===== config.mk =====
export PLATFORM = sky130hd
export DESIGN_NAME = ftl_top
export DESIGN_NICKNAME = d
export VERILOG_FILES = /design/src/shared/ftl_pkg.sv /design/src/rtl/ftl_channel.sv /design/src/rtl/ftl_pwm.sv /design/src/rtl/ftl_top.sv
export SDC_FILE = /design/constraint.sdc
export NUM_CORES = 1
export LEC_CHECK = 0
export ABC_AREA = 1
export BUFFER_PORTS_ARGS = -buffer_cell sky130_fd_sc_hd__buf_2
export CAP_MARGIN = 20
export CORE_MARGIN = 5
export CORE_UTILIZATION = 47
export CTS_CLUSTER_DIAMETER = 150
export DETAILED_ROUTE_END_ITERATION = 8
export HOLD_SLACK_MARGIN = 0.12
export PLACE_DENSITY = 0.61
export SYNTH_ARGS = -nofsm -noshare
export SYNTH_HDL_FRONTEND = slang
export SYNTH_HIERARCHICAL = 1
export SYNTH_SLANG_ARGS = --single-unit

===== constraint.sdc =====
create_clock -name i_clk -period 10.66 [get_ports i_clk]
set_clock_uncertainty 0.05 [all_clocks]
set_input_delay 1.599 -clock i_clk [delete_from_list [all_inputs] [get_ports i_clk]]
set_output_delay 1.599 -clock i_clk [all_outputs]
set_load 0.01 [all_outputs]

===== src/shared/ftl_pkg.sv =====
// constants, types and helpers for the fan thermal limit register bank
// assumes quarter-degree signed temperatures arrive from the sensor side
package ftl_pkg;
    // register indices; byte address is four times the index
    localparam logic [7:0] FTL_IDX_MIN1 = 8'h64;
    localparam logic [7:0] FTL_IDX_MIN2 = 8'h65;
    localparam logic [7:0] FTL_IDX_MIN3 = 8'h66;
    localparam logic [7:0] FTL_IDX_START1 = 8'h67;
    localparam logic [7:0] FTL_IDX_START2 = 8'h68;
    localparam logic [7:0] FTL_IDX_START3 = 8'h69;
    localparam logic [7:0] FTL_IDX_LIM1 = 8'h6A;
    localparam logic [7:0] FTL_IDX_LIM2 = 8'h6B;
    localparam logic [7:0] FTL_IDX_LIM3 = 8'h6C;
    localparam logic [7:0] FTL_IDX_HYST12 = 8'h6D;
    localparam logic [7:0] FTL_IDX_HYST3 = 8'h6E;
    localparam logic [7:0] FTL_IDX_XOR = 8'h6F;
    localparam logic [7:0] FTL_IDX_OFF1 = 8'h70;
    localparam logic [7:0] FTL_IDX_OFF2 = 8'h71;
    localparam logic [7:0] FTL_IDX_CFG = 8'h40;
    localparam logic [7:0] FTL_IDX_RAMP = 8'h41;
    // reset values
    localparam logic [7:0] FTL_RST_MIN = 8'h80;
    localparam logic [7:0] FTL_RST_START = 8'h5A;
    localparam logic [7:0] FTL_RST_LIM = 8'h64;
    localparam logic [7:0] FTL_RST_HYST12 = 8'h44;
    localparam logic [3:0] FTL_RST_HYST3 = 4'h4;
    localparam logic [7:0] FTL_RST_ZERO = 8'h00;
    localparam logic [2:0] FTL_RST_RAMP = 3'h4;
    // field positions
    localparam int FTL_CFG_LOCK = 0;
    localparam int FTL_CFG_AUTO = 1;
    localparam int FTL_CFG_OTPIN = 2;
    localparam int FTL_XOR_EN = 0;
    // special values
    localparam logic [7:0] FTL_FULL_DUTY = 8'hFF;
    localparam logic [7:0] FTL_OFF_DUTY = 8'h00;
    localparam logic [7:0] FTL_CRIT_DISABLE = 8'h80;

    typedef enum logic {
        FTL_BUS_IDLE = 1'b0,
        FTL_BUS_ACK = 1'b1
    } ftl_bus_state_t;

    typedef struct packed {
        logic [7:0] start;
        logic [7:0] limit;
        logic [3:0] hyst;
    } ftl_chan_cfg_t;

    // whole degrees to signed quarter degrees
    function automatic logic signed [11:0] ftl_deg_to_q(
        input logic [7:0] deg);
        ftl_deg_to_q = {{2{deg[7]}}, deg, 2'b00};
    endfunction

    // linear ramp from minimum duty to full over 2^(code+1) degrees
    function automatic logic [7:0] ftl_ramp_duty(
        input logic [7:0] min_duty,
        input logic [11:0] excess_q,
        input logic [2:0] code);
        logic [19:0] prod;
        logic [19:0] inc;
        logic [7:0] room;
        room = FTL_FULL_DUTY - min_duty;
        prod = {12'h000, room} * {8'h00, excess_q};
        inc = prod >> ({2'b00, code} + 5'd3);
        if (inc >= {12'h000, room}) begin
            ftl_ramp_duty = FTL_FULL_DUTY;
        end else begin
            ftl_ramp_duty = min_duty + inc[7:0];
        end
    endfunction
endpackage


===== src/rtl/ftl_channel.sv =====
// start and critical hysteresis tracking for one temperature channel
// assumes a corrected quarter-degree temperature, valid every cycle
`timescale 1ns/10ps
`default_nettype none
module ftl_channel
    import ftl_pkg::*;
(
    input wire logic i_clk,
    input wire logic i_reset_n,
    input wire logic i_ce,
    input wire logic signed [11:0] i_temp_q,
    input wire ftl_chan_cfg_t i_cfg,
    output logic o_run,
    output logic o_crit,
    output logic o_over,
    output logic [11:0] o_excess_q
);
    logic signed [11:0] start_q;
    logic signed [11:0] limit_q;
    logic signed [11:0] hyst_q;
    logic above_start;
    logic start_release;
    logic crit_enable;
    logic crit_release;
    logic run_reg;
    logic run_next;
    logic crit_reg;
    logic crit_next;

    assign start_q = ftl_deg_to_q(i_cfg.start);
    assign limit_q = ftl_deg_to_q(i_cfg.limit);
    assign hyst_q = {6'h00, i_cfg.hyst, 2'b00};
    assign above_start = i_temp_q > start_q;
    assign start_release = i_temp_q <= start_q - hyst_q;
    assign crit_enable = i_cfg.limit != FTL_CRIT_DISABLE;
    assign o_over = crit_enable && (i_temp_q > limit_q);
    assign crit_release = i_temp_q < limit_q - hyst_q;

    assign run_next = above_start ? 1'b1 :
                      (start_release ? 1'b0 : run_reg);
    assign crit_next = !crit_enable ? 1'b0 :
                       (o_over ? 1'b1 :
                       (crit_release ? 1'b0 : crit_reg));
    // excess is zero at or below the start point
    assign o_excess_q = above_start ? 12'(i_temp_q - start_q) : 12'h000;
    assign o_run = run_reg;
    assign o_crit = crit_reg;

    always_ff @(posedge i_clk or negedge i_reset_n) begin
        if (!i_reset_n) begin
            run_reg <= 1'b0;
            crit_reg <= 1'b0;
        end else if (i_ce) begin
            run_reg <= run_next;
            crit_reg <= crit_next;
        end
    end
endmodule
`default_nettype wire


===== src/rtl/ftl_pwm.sv =====
// pulse width generator for one fan drive output
// assumes duty changes at any time; a new value takes effect on the next clock, mid-period
`timescale 1ns/10ps
`default_nettype none
module ftl_pwm
    import ftl_pkg::*;
#(
    parameter int CNT_W = 8
) (
    input wire logic i_clk,
    input wire logic i_reset_n,
    input wire logic i_ce,
    input wire logic [CNT_W-1:0] i_duty,
    output logic o_drive
);
    logic [CNT_W-1:0] cnt_reg;
    logic drive_next;
    logic drive_reg;

    // all ones means full drive, with no low slot in the period
    assign drive_next = (&i_duty) || (cnt_reg < i_duty);
    assign o_drive = drive_reg;

    always_ff @(posedge i_clk or negedge i_reset_n) begin
        if (!i_reset_n) begin
            cnt_reg <= '0;
            drive_reg <= 1'b0;
        end else if (i_ce) begin
            cnt_reg <= cnt_reg + 1'b1;
            drive_reg <= drive_next;
        end
    end
endmodule
`default_nettype wire


===== src/rtl/ftl_top.sv =====
// fan thermal limit register bank with automatic fan policy
// assumes an avalon-mm master and temperatures synchronous to i_clk
`timescale 1ns/10ps
`default_nettype none
module ftl_top
    import ftl_pkg::*;
#(
    parameter int PWM_W = 8
) (
    input wire logic i_clk,
    input wire logic i_reset_n,
    input wire logic i_ce,
    input wire logic [9:0] i_avs_address,
    input wire logic i_avs_read,
    input wire logic i_avs_write,
    input wire logic [31:0] i_avs_writedata,
    input wire logic [3:0] i_avs_byteenable,
    output logic [31:0] o_avs_readdata,
    output logic o_avs_waitrequest,
    input wire logic signed [9:0] i_temp_remote1,
    input wire logic signed [9:0] i_temp_local,
    input wire logic signed [9:0] i_temp_remote2,
    input wire logic i_overtemp_line_in,
    output logic o_overtemp_line_out,
    output logic o_overtemp_line_oe_n,
    output logic o_fan_drive_output_1,
    output logic o_fan_drive_output_2,
    output logic o_fan_drive_output_3,
    output logic o_xor_test_enable,
    output logic o_critical_active
);
    ftl_bus_state_t state_reg;
    ftl_bus_state_t state_next;
    logic [31:0] readdata_reg;
    logic [7:0] idx;
    logic aligned;
    logic wr_fire;
    logic rd_take;
    logic [7:0] wbyte;
    logic [7:0] rd_value;

    logic [7:0] min_duty_reg [3];
    logic [7:0] start_reg [3];
    logic [7:0] limit_reg [3];
    logic [3:0] hyst_reg [3];
    logic xor_en_reg;
    logic [7:0] off_remote1_reg;
    logic [7:0] off_local_reg;
    logic lock_reg;
    logic auto_reg;
    logic otpin_reg;
    logic [2:0] ramp_reg;

    logic locked_wr;
    logic min_wr_ok;
    logic signed [11:0] temp_q [3];
    ftl_chan_cfg_t chan_cfg [3];
    logic [2:0] run;
    logic [2:0] crit;
    logic [2:0] over;
    logic [11:0] excess_q [3];
    logic any_crit;
    logic any_over;
    logic [7:0] duty_next [3];
    logic [7:0] duty_reg [3];
    logic [2:0] drive;
    logic otl_drive_reg;

    // bus slave: one wait cycle, data registered for the answer cycle
    assign idx = i_avs_address[9:2];
    assign aligned = i_avs_address[1:0] == 2'b00;
    assign o_avs_waitrequest = (i_avs_read || i_avs_write) &&
                               (state_reg == FTL_BUS_IDLE);
    assign state_next = (state_reg == FTL_BUS_IDLE &&
                         (i_avs_read || i_avs_write)) ?
                        FTL_BUS_ACK : FTL_BUS_IDLE;
    assign wr_fire = i_ce && (state_reg == FTL_BUS_ACK) && i_avs_write &&
                     aligned && i_avs_byteenable[0];
    assign rd_take = i_ce && (state_reg == FTL_BUS_IDLE) && i_avs_read;
    assign wbyte = i_avs_writedata[7:0];
    assign o_avs_readdata = readdata_reg;

    // the lock bit itself can never be cleared short of reset
    assign locked_wr = wr_fire && !lock_reg;
    assign min_wr_ok = wr_fire && !auto_reg;

    always_comb begin
        rd_value = 8'h00;
        if (!aligned) begin
            rd_value = 8'h00;
        end else if (idx == FTL_IDX_MIN1) begin
            rd_value = min_duty_reg[0];
        end else if (idx == FTL_IDX_MIN2) begin
            rd_value = min_duty_reg[1];
        end else if (idx == FTL_IDX_MIN3) begin
            rd_value = min_duty_reg[2];
        end else if (idx == FTL_IDX_START1) begin
            rd_value = start_reg[0];
        end else if (idx == FTL_IDX_START2) begin
            rd_value = start_reg[1];
        end else if (idx == FTL_IDX_START3) begin
            rd_value = start_reg[2];
        end else if (idx == FTL_IDX_LIM1) begin
            rd_value = limit_reg[0];
        end else if (idx == FTL_IDX_LIM2) begin
            rd_value = limit_reg[1];
        end else if (idx == FTL_IDX_LIM3) begin
            rd_value = limit_reg[2];
        end else if (idx == FTL_IDX_HYST12) begin
            rd_value = {hyst_reg[0], hyst_reg[1]};
        end else if (idx == FTL_IDX_HYST3) begin
            rd_value = {hyst_reg[2], 4'h0};
        end else if (idx == FTL_IDX_XOR) begin
            rd_value = {7'h00, xor_en_reg};
        end else if (idx == FTL_IDX_OFF1) begin
            rd_value = off_remote1_reg;
        end else if (idx == FTL_IDX_OFF2) begin
            rd_value = off_local_reg;
        end else if (idx == FTL_IDX_CFG) begin
            rd_value = {5'h00, otpin_reg, auto_reg, lock_reg};
        end else if (idx == FTL_IDX_RAMP) begin
            rd_value = {5'h00, ramp_reg};
        end
    end

    always_ff @(posedge i_clk or negedge i_reset_n) begin
        if (!i_reset_n) begin
            state_reg <= FTL_BUS_IDLE;
            readdata_reg <= 32'h0000_0000;
        end else if (i_ce) begin
            state_reg <= state_next;
            if (rd_take) begin
                readdata_reg <= {24'h00_0000, rd_value};
            end
        end
    end

    always_ff @(posedge i_clk or negedge i_reset_n) begin
        if (!i_reset_n) begin
            for (int i = 0; i < 3; i++) begin
                min_duty_reg[i] <= FTL_RST_MIN;
                start_reg[i] <= FTL_RST_START;
                limit_reg[i] <= FTL_RST_LIM;
            end
            hyst_reg[0] <= FTL_RST_HYST12[7:4];
            hyst_reg[1] <= FTL_RST_HYST12[3:0];
            hyst_reg[2] <= FTL_RST_HYST3;
        end else begin
            for (int i = 0; i < 3; i++) begin
                if (min_wr_ok && idx == FTL_IDX_MIN1 + 8'(i)) begin
                    min_duty_reg[i] <= wbyte;
                end
                if (locked_wr && idx == FTL_IDX_START1 + 8'(i)) begin
                    start_reg[i] <= wbyte;
                end
                if (locked_wr && idx == FTL_IDX_LIM1 + 8'(i)) begin
                    limit_reg[i] <= wbyte;
                end
            end
            if (wr_fire && idx == FTL_IDX_HYST12) begin
                hyst_reg[0] <= wbyte[7:4];
                hyst_reg[1] <= wbyte[3:0];
            end
            if (wr_fire && idx == FTL_IDX_HYST3) begin
                hyst_reg[2] <= wbyte[7:4];
            end
        end
    end

    always_ff @(posedge i_clk or negedge i_reset_n) begin
        if (!i_reset_n) begin
            xor_en_reg <= 1'b0;
            off_remote1_reg <= FTL_RST_ZERO;
            off_local_reg <= FTL_RST_ZERO;
            lock_reg <= 1'b0;
            auto_reg <= 1'b0;
            otpin_reg <= 1'b0;
            ramp_reg <= FTL_RST_RAMP;
        end else begin
            if (locked_wr && idx == FTL_IDX_XOR) begin
                xor_en_reg <= wbyte[FTL_XOR_EN];
            end
            if (locked_wr && idx == FTL_IDX_OFF1) begin
                off_remote1_reg <= wbyte;
            end
            if (locked_wr && idx == FTL_IDX_OFF2) begin
                off_local_reg <= wbyte;
            end
            if (wr_fire && idx == FTL_IDX_CFG) begin
                lock_reg <= lock_reg || wbyte[FTL_CFG_LOCK];
                auto_reg <= wbyte[FTL_CFG_AUTO];
                otpin_reg <= wbyte[FTL_CFG_OTPIN];
            end
            if (wr_fire && idx == FTL_IDX_RAMP) begin
                ramp_reg <= wbyte[2:0];
            end
        end
    end

    // offsets are quarter degrees, the same unit as the readings
    assign temp_q[0] = {{2{i_temp_remote1[9]}}, i_temp_remote1} +
                       {{4{off_remote1_reg[7]}}, off_remote1_reg};
    assign temp_q[1] = {{2{i_temp_local[9]}}, i_temp_local} +
                       {{4{off_local_reg[7]}}, off_local_reg};
    assign temp_q[2] = {{2{i_temp_remote2[9]}}, i_temp_remote2};

    genvar g;
    generate
        for (g = 0; g < 3; g++) begin : g_chan
            assign chan_cfg[g] = '{start: start_reg[g],
                                   limit: limit_reg[g],
                                   hyst: hyst_reg[g]};
            ftl_channel u_chan (
                .i_clk(i_clk),
                .i_reset_n(i_reset_n),
                .i_ce(i_ce),
                .i_temp_q(temp_q[g]),
                .i_cfg(chan_cfg[g]),
                .o_run(run[g]),
                .o_crit(crit[g]),
                .o_over(over[g]),
                .o_excess_q(excess_q[g])
            );
            // manual mode drives the software minimum duty directly unless a channel is critical
            assign duty_next[g] = any_crit ? FTL_FULL_DUTY :
                (!auto_reg ? min_duty_reg[g] :
                (run[g] ? ftl_ramp_duty(min_duty_reg[g], excess_q[g],
                                        ramp_reg) :
                 FTL_OFF_DUTY));
            ftl_pwm #(
                .CNT_W(PWM_W)
            ) u_pwm (
                .i_clk(i_clk),
                .i_reset_n(i_reset_n),
                .i_ce(i_ce),
                .i_duty(duty_reg[g]),
                .o_drive(drive[g])
            );
        end
    endgenerate

    assign any_crit = |crit;
    assign any_over = |over;

    always_ff @(posedge i_clk or negedge i_reset_n) begin
        if (!i_reset_n) begin
            for (int i = 0; i < 3; i++) begin
                duty_reg[i] <= FTL_OFF_DUTY;
            end
            otl_drive_reg <= 1'b0;
        end else if (i_ce) begin
            for (int i = 0; i < 3; i++) begin
                duty_reg[i] <= duty_next[i];
            end
            otl_drive_reg <= otpin_reg && any_over;
        end
    end

    // open drain: only ever pulls low, the line input is not used here
    assign o_overtemp_line_out = 1'b0;
    assign o_overtemp_line_oe_n = !otl_drive_reg;
    assign o_fan_drive_output_1 = drive[0];
    assign o_fan_drive_output_2 = drive[1];
    assign o_fan_drive_output_3 = drive[2];
    assign o_xor_test_enable = xor_en_reg;
    assign o_critical_active = any_crit;
endmodule
`default_nettype wire


==> flow_metrics.env <==
export IMPL_hold_class="reg2reg"
export IMPL_die_area_sq_um=60990
export IMPL_start_util_pct=47.63
export IMPL_hpwl_um=58500
export IMPL_synth_warnings=6
export IMPL_cp_slowest_cell="fa_1"
export IMPL_path_clk_slew_ps=80
export IMPL_clock_fmax_mhz=101.1
export IMPL_drv_cap=0
export IMPL_synth_cell_types=53
export IMPL_setup_viol=0
export IMPL_hold_violations=0
export IMPL_synthFlopType="dfrtp_1"
export IMPL_wl_per_cell_um=15.70
export IMPL_h_tree_depth=4
export IMPL_final_area_sq_um=28570
export IMPL_first_pass_iters=6
export IMPL_largest_reg_flops=60
export IMPL_row_count=86
export IMPL_cts_made_buffers=17
export IMPL_most_common_layout_cells="nand2_1, inv_1, nor2_1"
export IMPL_drtAntennaViolNets=0
export IMPL_clkSinkCount=174
export IMPL_cp_buffers_inverters=9
export IMPL_core_sq_um=55420
export IMPL_diodes=0
export IMPL_synth_edf_count=0
export IMPL_rsz0062_at_grt="false"
export IMPL_postLayoutSetupSlackWorst_ps=766.9
export IMPL_synth_seq_cells=174
export IMPL_critPathCaptureType="flip-flop"
export IMPL_clock_tree_buffer_depth=2
export IMPL_vias=23580
export IMPL_yosysSeqAreaShare_pct=16.63
export IMPL_grt_max_degree=101
export IMPL_fin_nets=4475
export IMPL_holdBufCountCts=0
export IMPL_fillerInstances=5659
export IMPL_track_usage_pct=24.55
export IMPL_preCtsSetupSlack_ps=50.50
export IMPL_drc=0
export IMPL_final_common_cell="nand2_1"
export IMPL_layout_drive_gt1_share_pct=8.717
export IMPL_die_w_um=247.0
export IMPL_drv_slew=0
export IMPL_port_buffers=68
export IMPL_syn_cell_area_sq_um=26390
export IMPL_worstPathRequired_ps=11000
export IMPL_finalCriticalPeriod_ps=9893
export IMPL_vias_per_cell=5.085
export IMPL_crit_top_cell="nand2_1"
export IMPL_wirelength_um=72820
export IMPL_slew_headroom_pct=31.32
export IMPL_synthArstFlopShare_pct=100.0
export IMPL_cts_root_buf="clkbuf_16"
export IMPL_critPathMaxStageDelay_ps=550
export IMPL_syn_avg_cell_area_sq_um=6.980
export IMPL_io_pins=122
export IMPL_overflow=0
export IMPL_arrival_ps=10230
export IMPL_die_h_um=247.0
export IMPL_drt_iter0_markers=1526
export IMPL_grt_pass1_vias=23000
export IMPL_cts_tree="done"
export IMPL_outcome="finished clean"
export IMPL_grt_pass1_wl_um=119300
export IMPL_critPathKind="in2reg"
export IMPL_post_route_period_util_pct=92.81
export IMPL_tightest_slew_ps=1022
export IMPL_fin_setup_tns_ps=0
export IMPL_post_dp_cell_area_sq_um=27870
export IMPL_place_congestion=0.9372
export IMPL_cpLargestDelayFamily="adder cells"
export IMPL_post_route_util_pct=51.56
export IMPL_clk_latency_ps=500
export IMPL_syn2layout_area_growth_pct=8.249
export IMPL_critPathMaxFanout=8
export IMPL_synth_cells=3781
export IMPL_antenna_found_initial=0
export IMPL_cp_start_kind="input pin"
[layer usage]
| metal | track usage (%) | vias to the layer above | share of wire, % |
|---|---|---|---|
| met4 | 7.056 | 0 | 2.5 |
| li1 | - | 12040 | - |
| met3 | 4.042 | 84 | 5.2 |
| met5 | 0 | - | 0 |
| met1 | 33.88 | 10980 | 47 |
| met2 | 39.93 | 474 | 45 |
[final timing paths]
kind                                               startpoint                                     end  slack [ps]  depth (start not counted)
max                                         i_temp_remote1[2]                duty_reg[21]$_DFFE_PN0P_         770                         56
min                        g_chan[1].u_chan/o_run$_DFFE_PN0P_      g_chan[1].u_chan/o_run$_DFFE_PN0P_         430                          2
max reg2reg                    off_remote1_reg[2]$_DFFE_PN0P_                duty_reg[21]$_DFFE_PN0P_        1510                         55
min reg2reg                g_chan[1].u_chan/o_run$_DFFE_PN0P_      g_chan[1].u_chan/o_run$_DFFE_PN0P_         430                          2
max in group asynchronous                           i_reset_n          off_remote1_reg[4]$_DFFE_PN0P_        7890                          2
min in group asynchronous                           i_reset_n  g_chan[2].u_pwm/cnt_reg[0]$_DFFE_PN0P_        1110                          1
[cell type report]
cell class / instances / area [sq um] / area share (%)
clock buffer: 17 / 425.4 / 1.489
clock inverter: 15 / 205.2 / 0.7182
inverter: 683 / 2564 / 8.973
multi-input combinational: 2847 / 19060 / 66.70
sequential: 174 / 4389 / 15.36
tap: 748 / 935.9 / 3.276
timing repair buffer: 153 / 994.7 / 3.482
[per-stage QoR]
step | hold slack (ps) | cells
floorplan | 391.6 | 3805
global placement | 408.5 | 4602
detailed placement | 415.6 | 4602
CTS | 435.0 | 4634
global route | 452.9 | 4637
finish | 428.5 | 4637
[repair_timing]
| action | 4_1_cts | 5_1_grt |
|---|---|---|
| setup endpoints to repair | 0 | 16 |
| buffers inserted | 0 | 2 |
| resized for setup | 0 | 20 |
| hold endpoints to repair | 0 | 0 |
[cell usage after synthesis, types with 19 or more instances]
master / count / share of area, %
o21ai_0: 138 / 2.6
buf_4: 25 / 0.71
nor2_1: 423 / 6.0
inv_2: 19 / 0.27
nor3_1: 34 / 0.64
fa_1: 194 / 15
clkbuf_1: 56 / 0.80
xor2_1: 99 / 3.3
a21oi_1: 183 / 3.5
nand3_1: 192 / 3.6
dfrtp_1: 146 / 14
inv_1: 663 / 9.4
ha_1: 323 / 15
xnor2_1: 32 / 1.1
nand2_1: 889 / 13
o21ai_1: 58 / 1.1
nand4_1: 56 / 1.3
dfstp_2: 28 / 2.8
nor2_2: 36 / 0.85
[worst min-delay path: stages (launching register included)]
cell and delay, ps:
dfrtp_1 350, nand2_1 50, nand2_1 50
[cells by family after synthesis]
kind of cell / synth area share [%]
xor gates and xnor gates: 4.409
buffers and inverters: 11.65
adders and majority gates: 30.03
AOI/OAI and AO/OA: 9.467
muxes: 0.2276
other: 0.01421
DFF: 16.63
and+or+nand+nor: 27.58
Power is not shown: default switching activity piles up to over one toggle a cycle in this logic, so the estimate is an artifact.
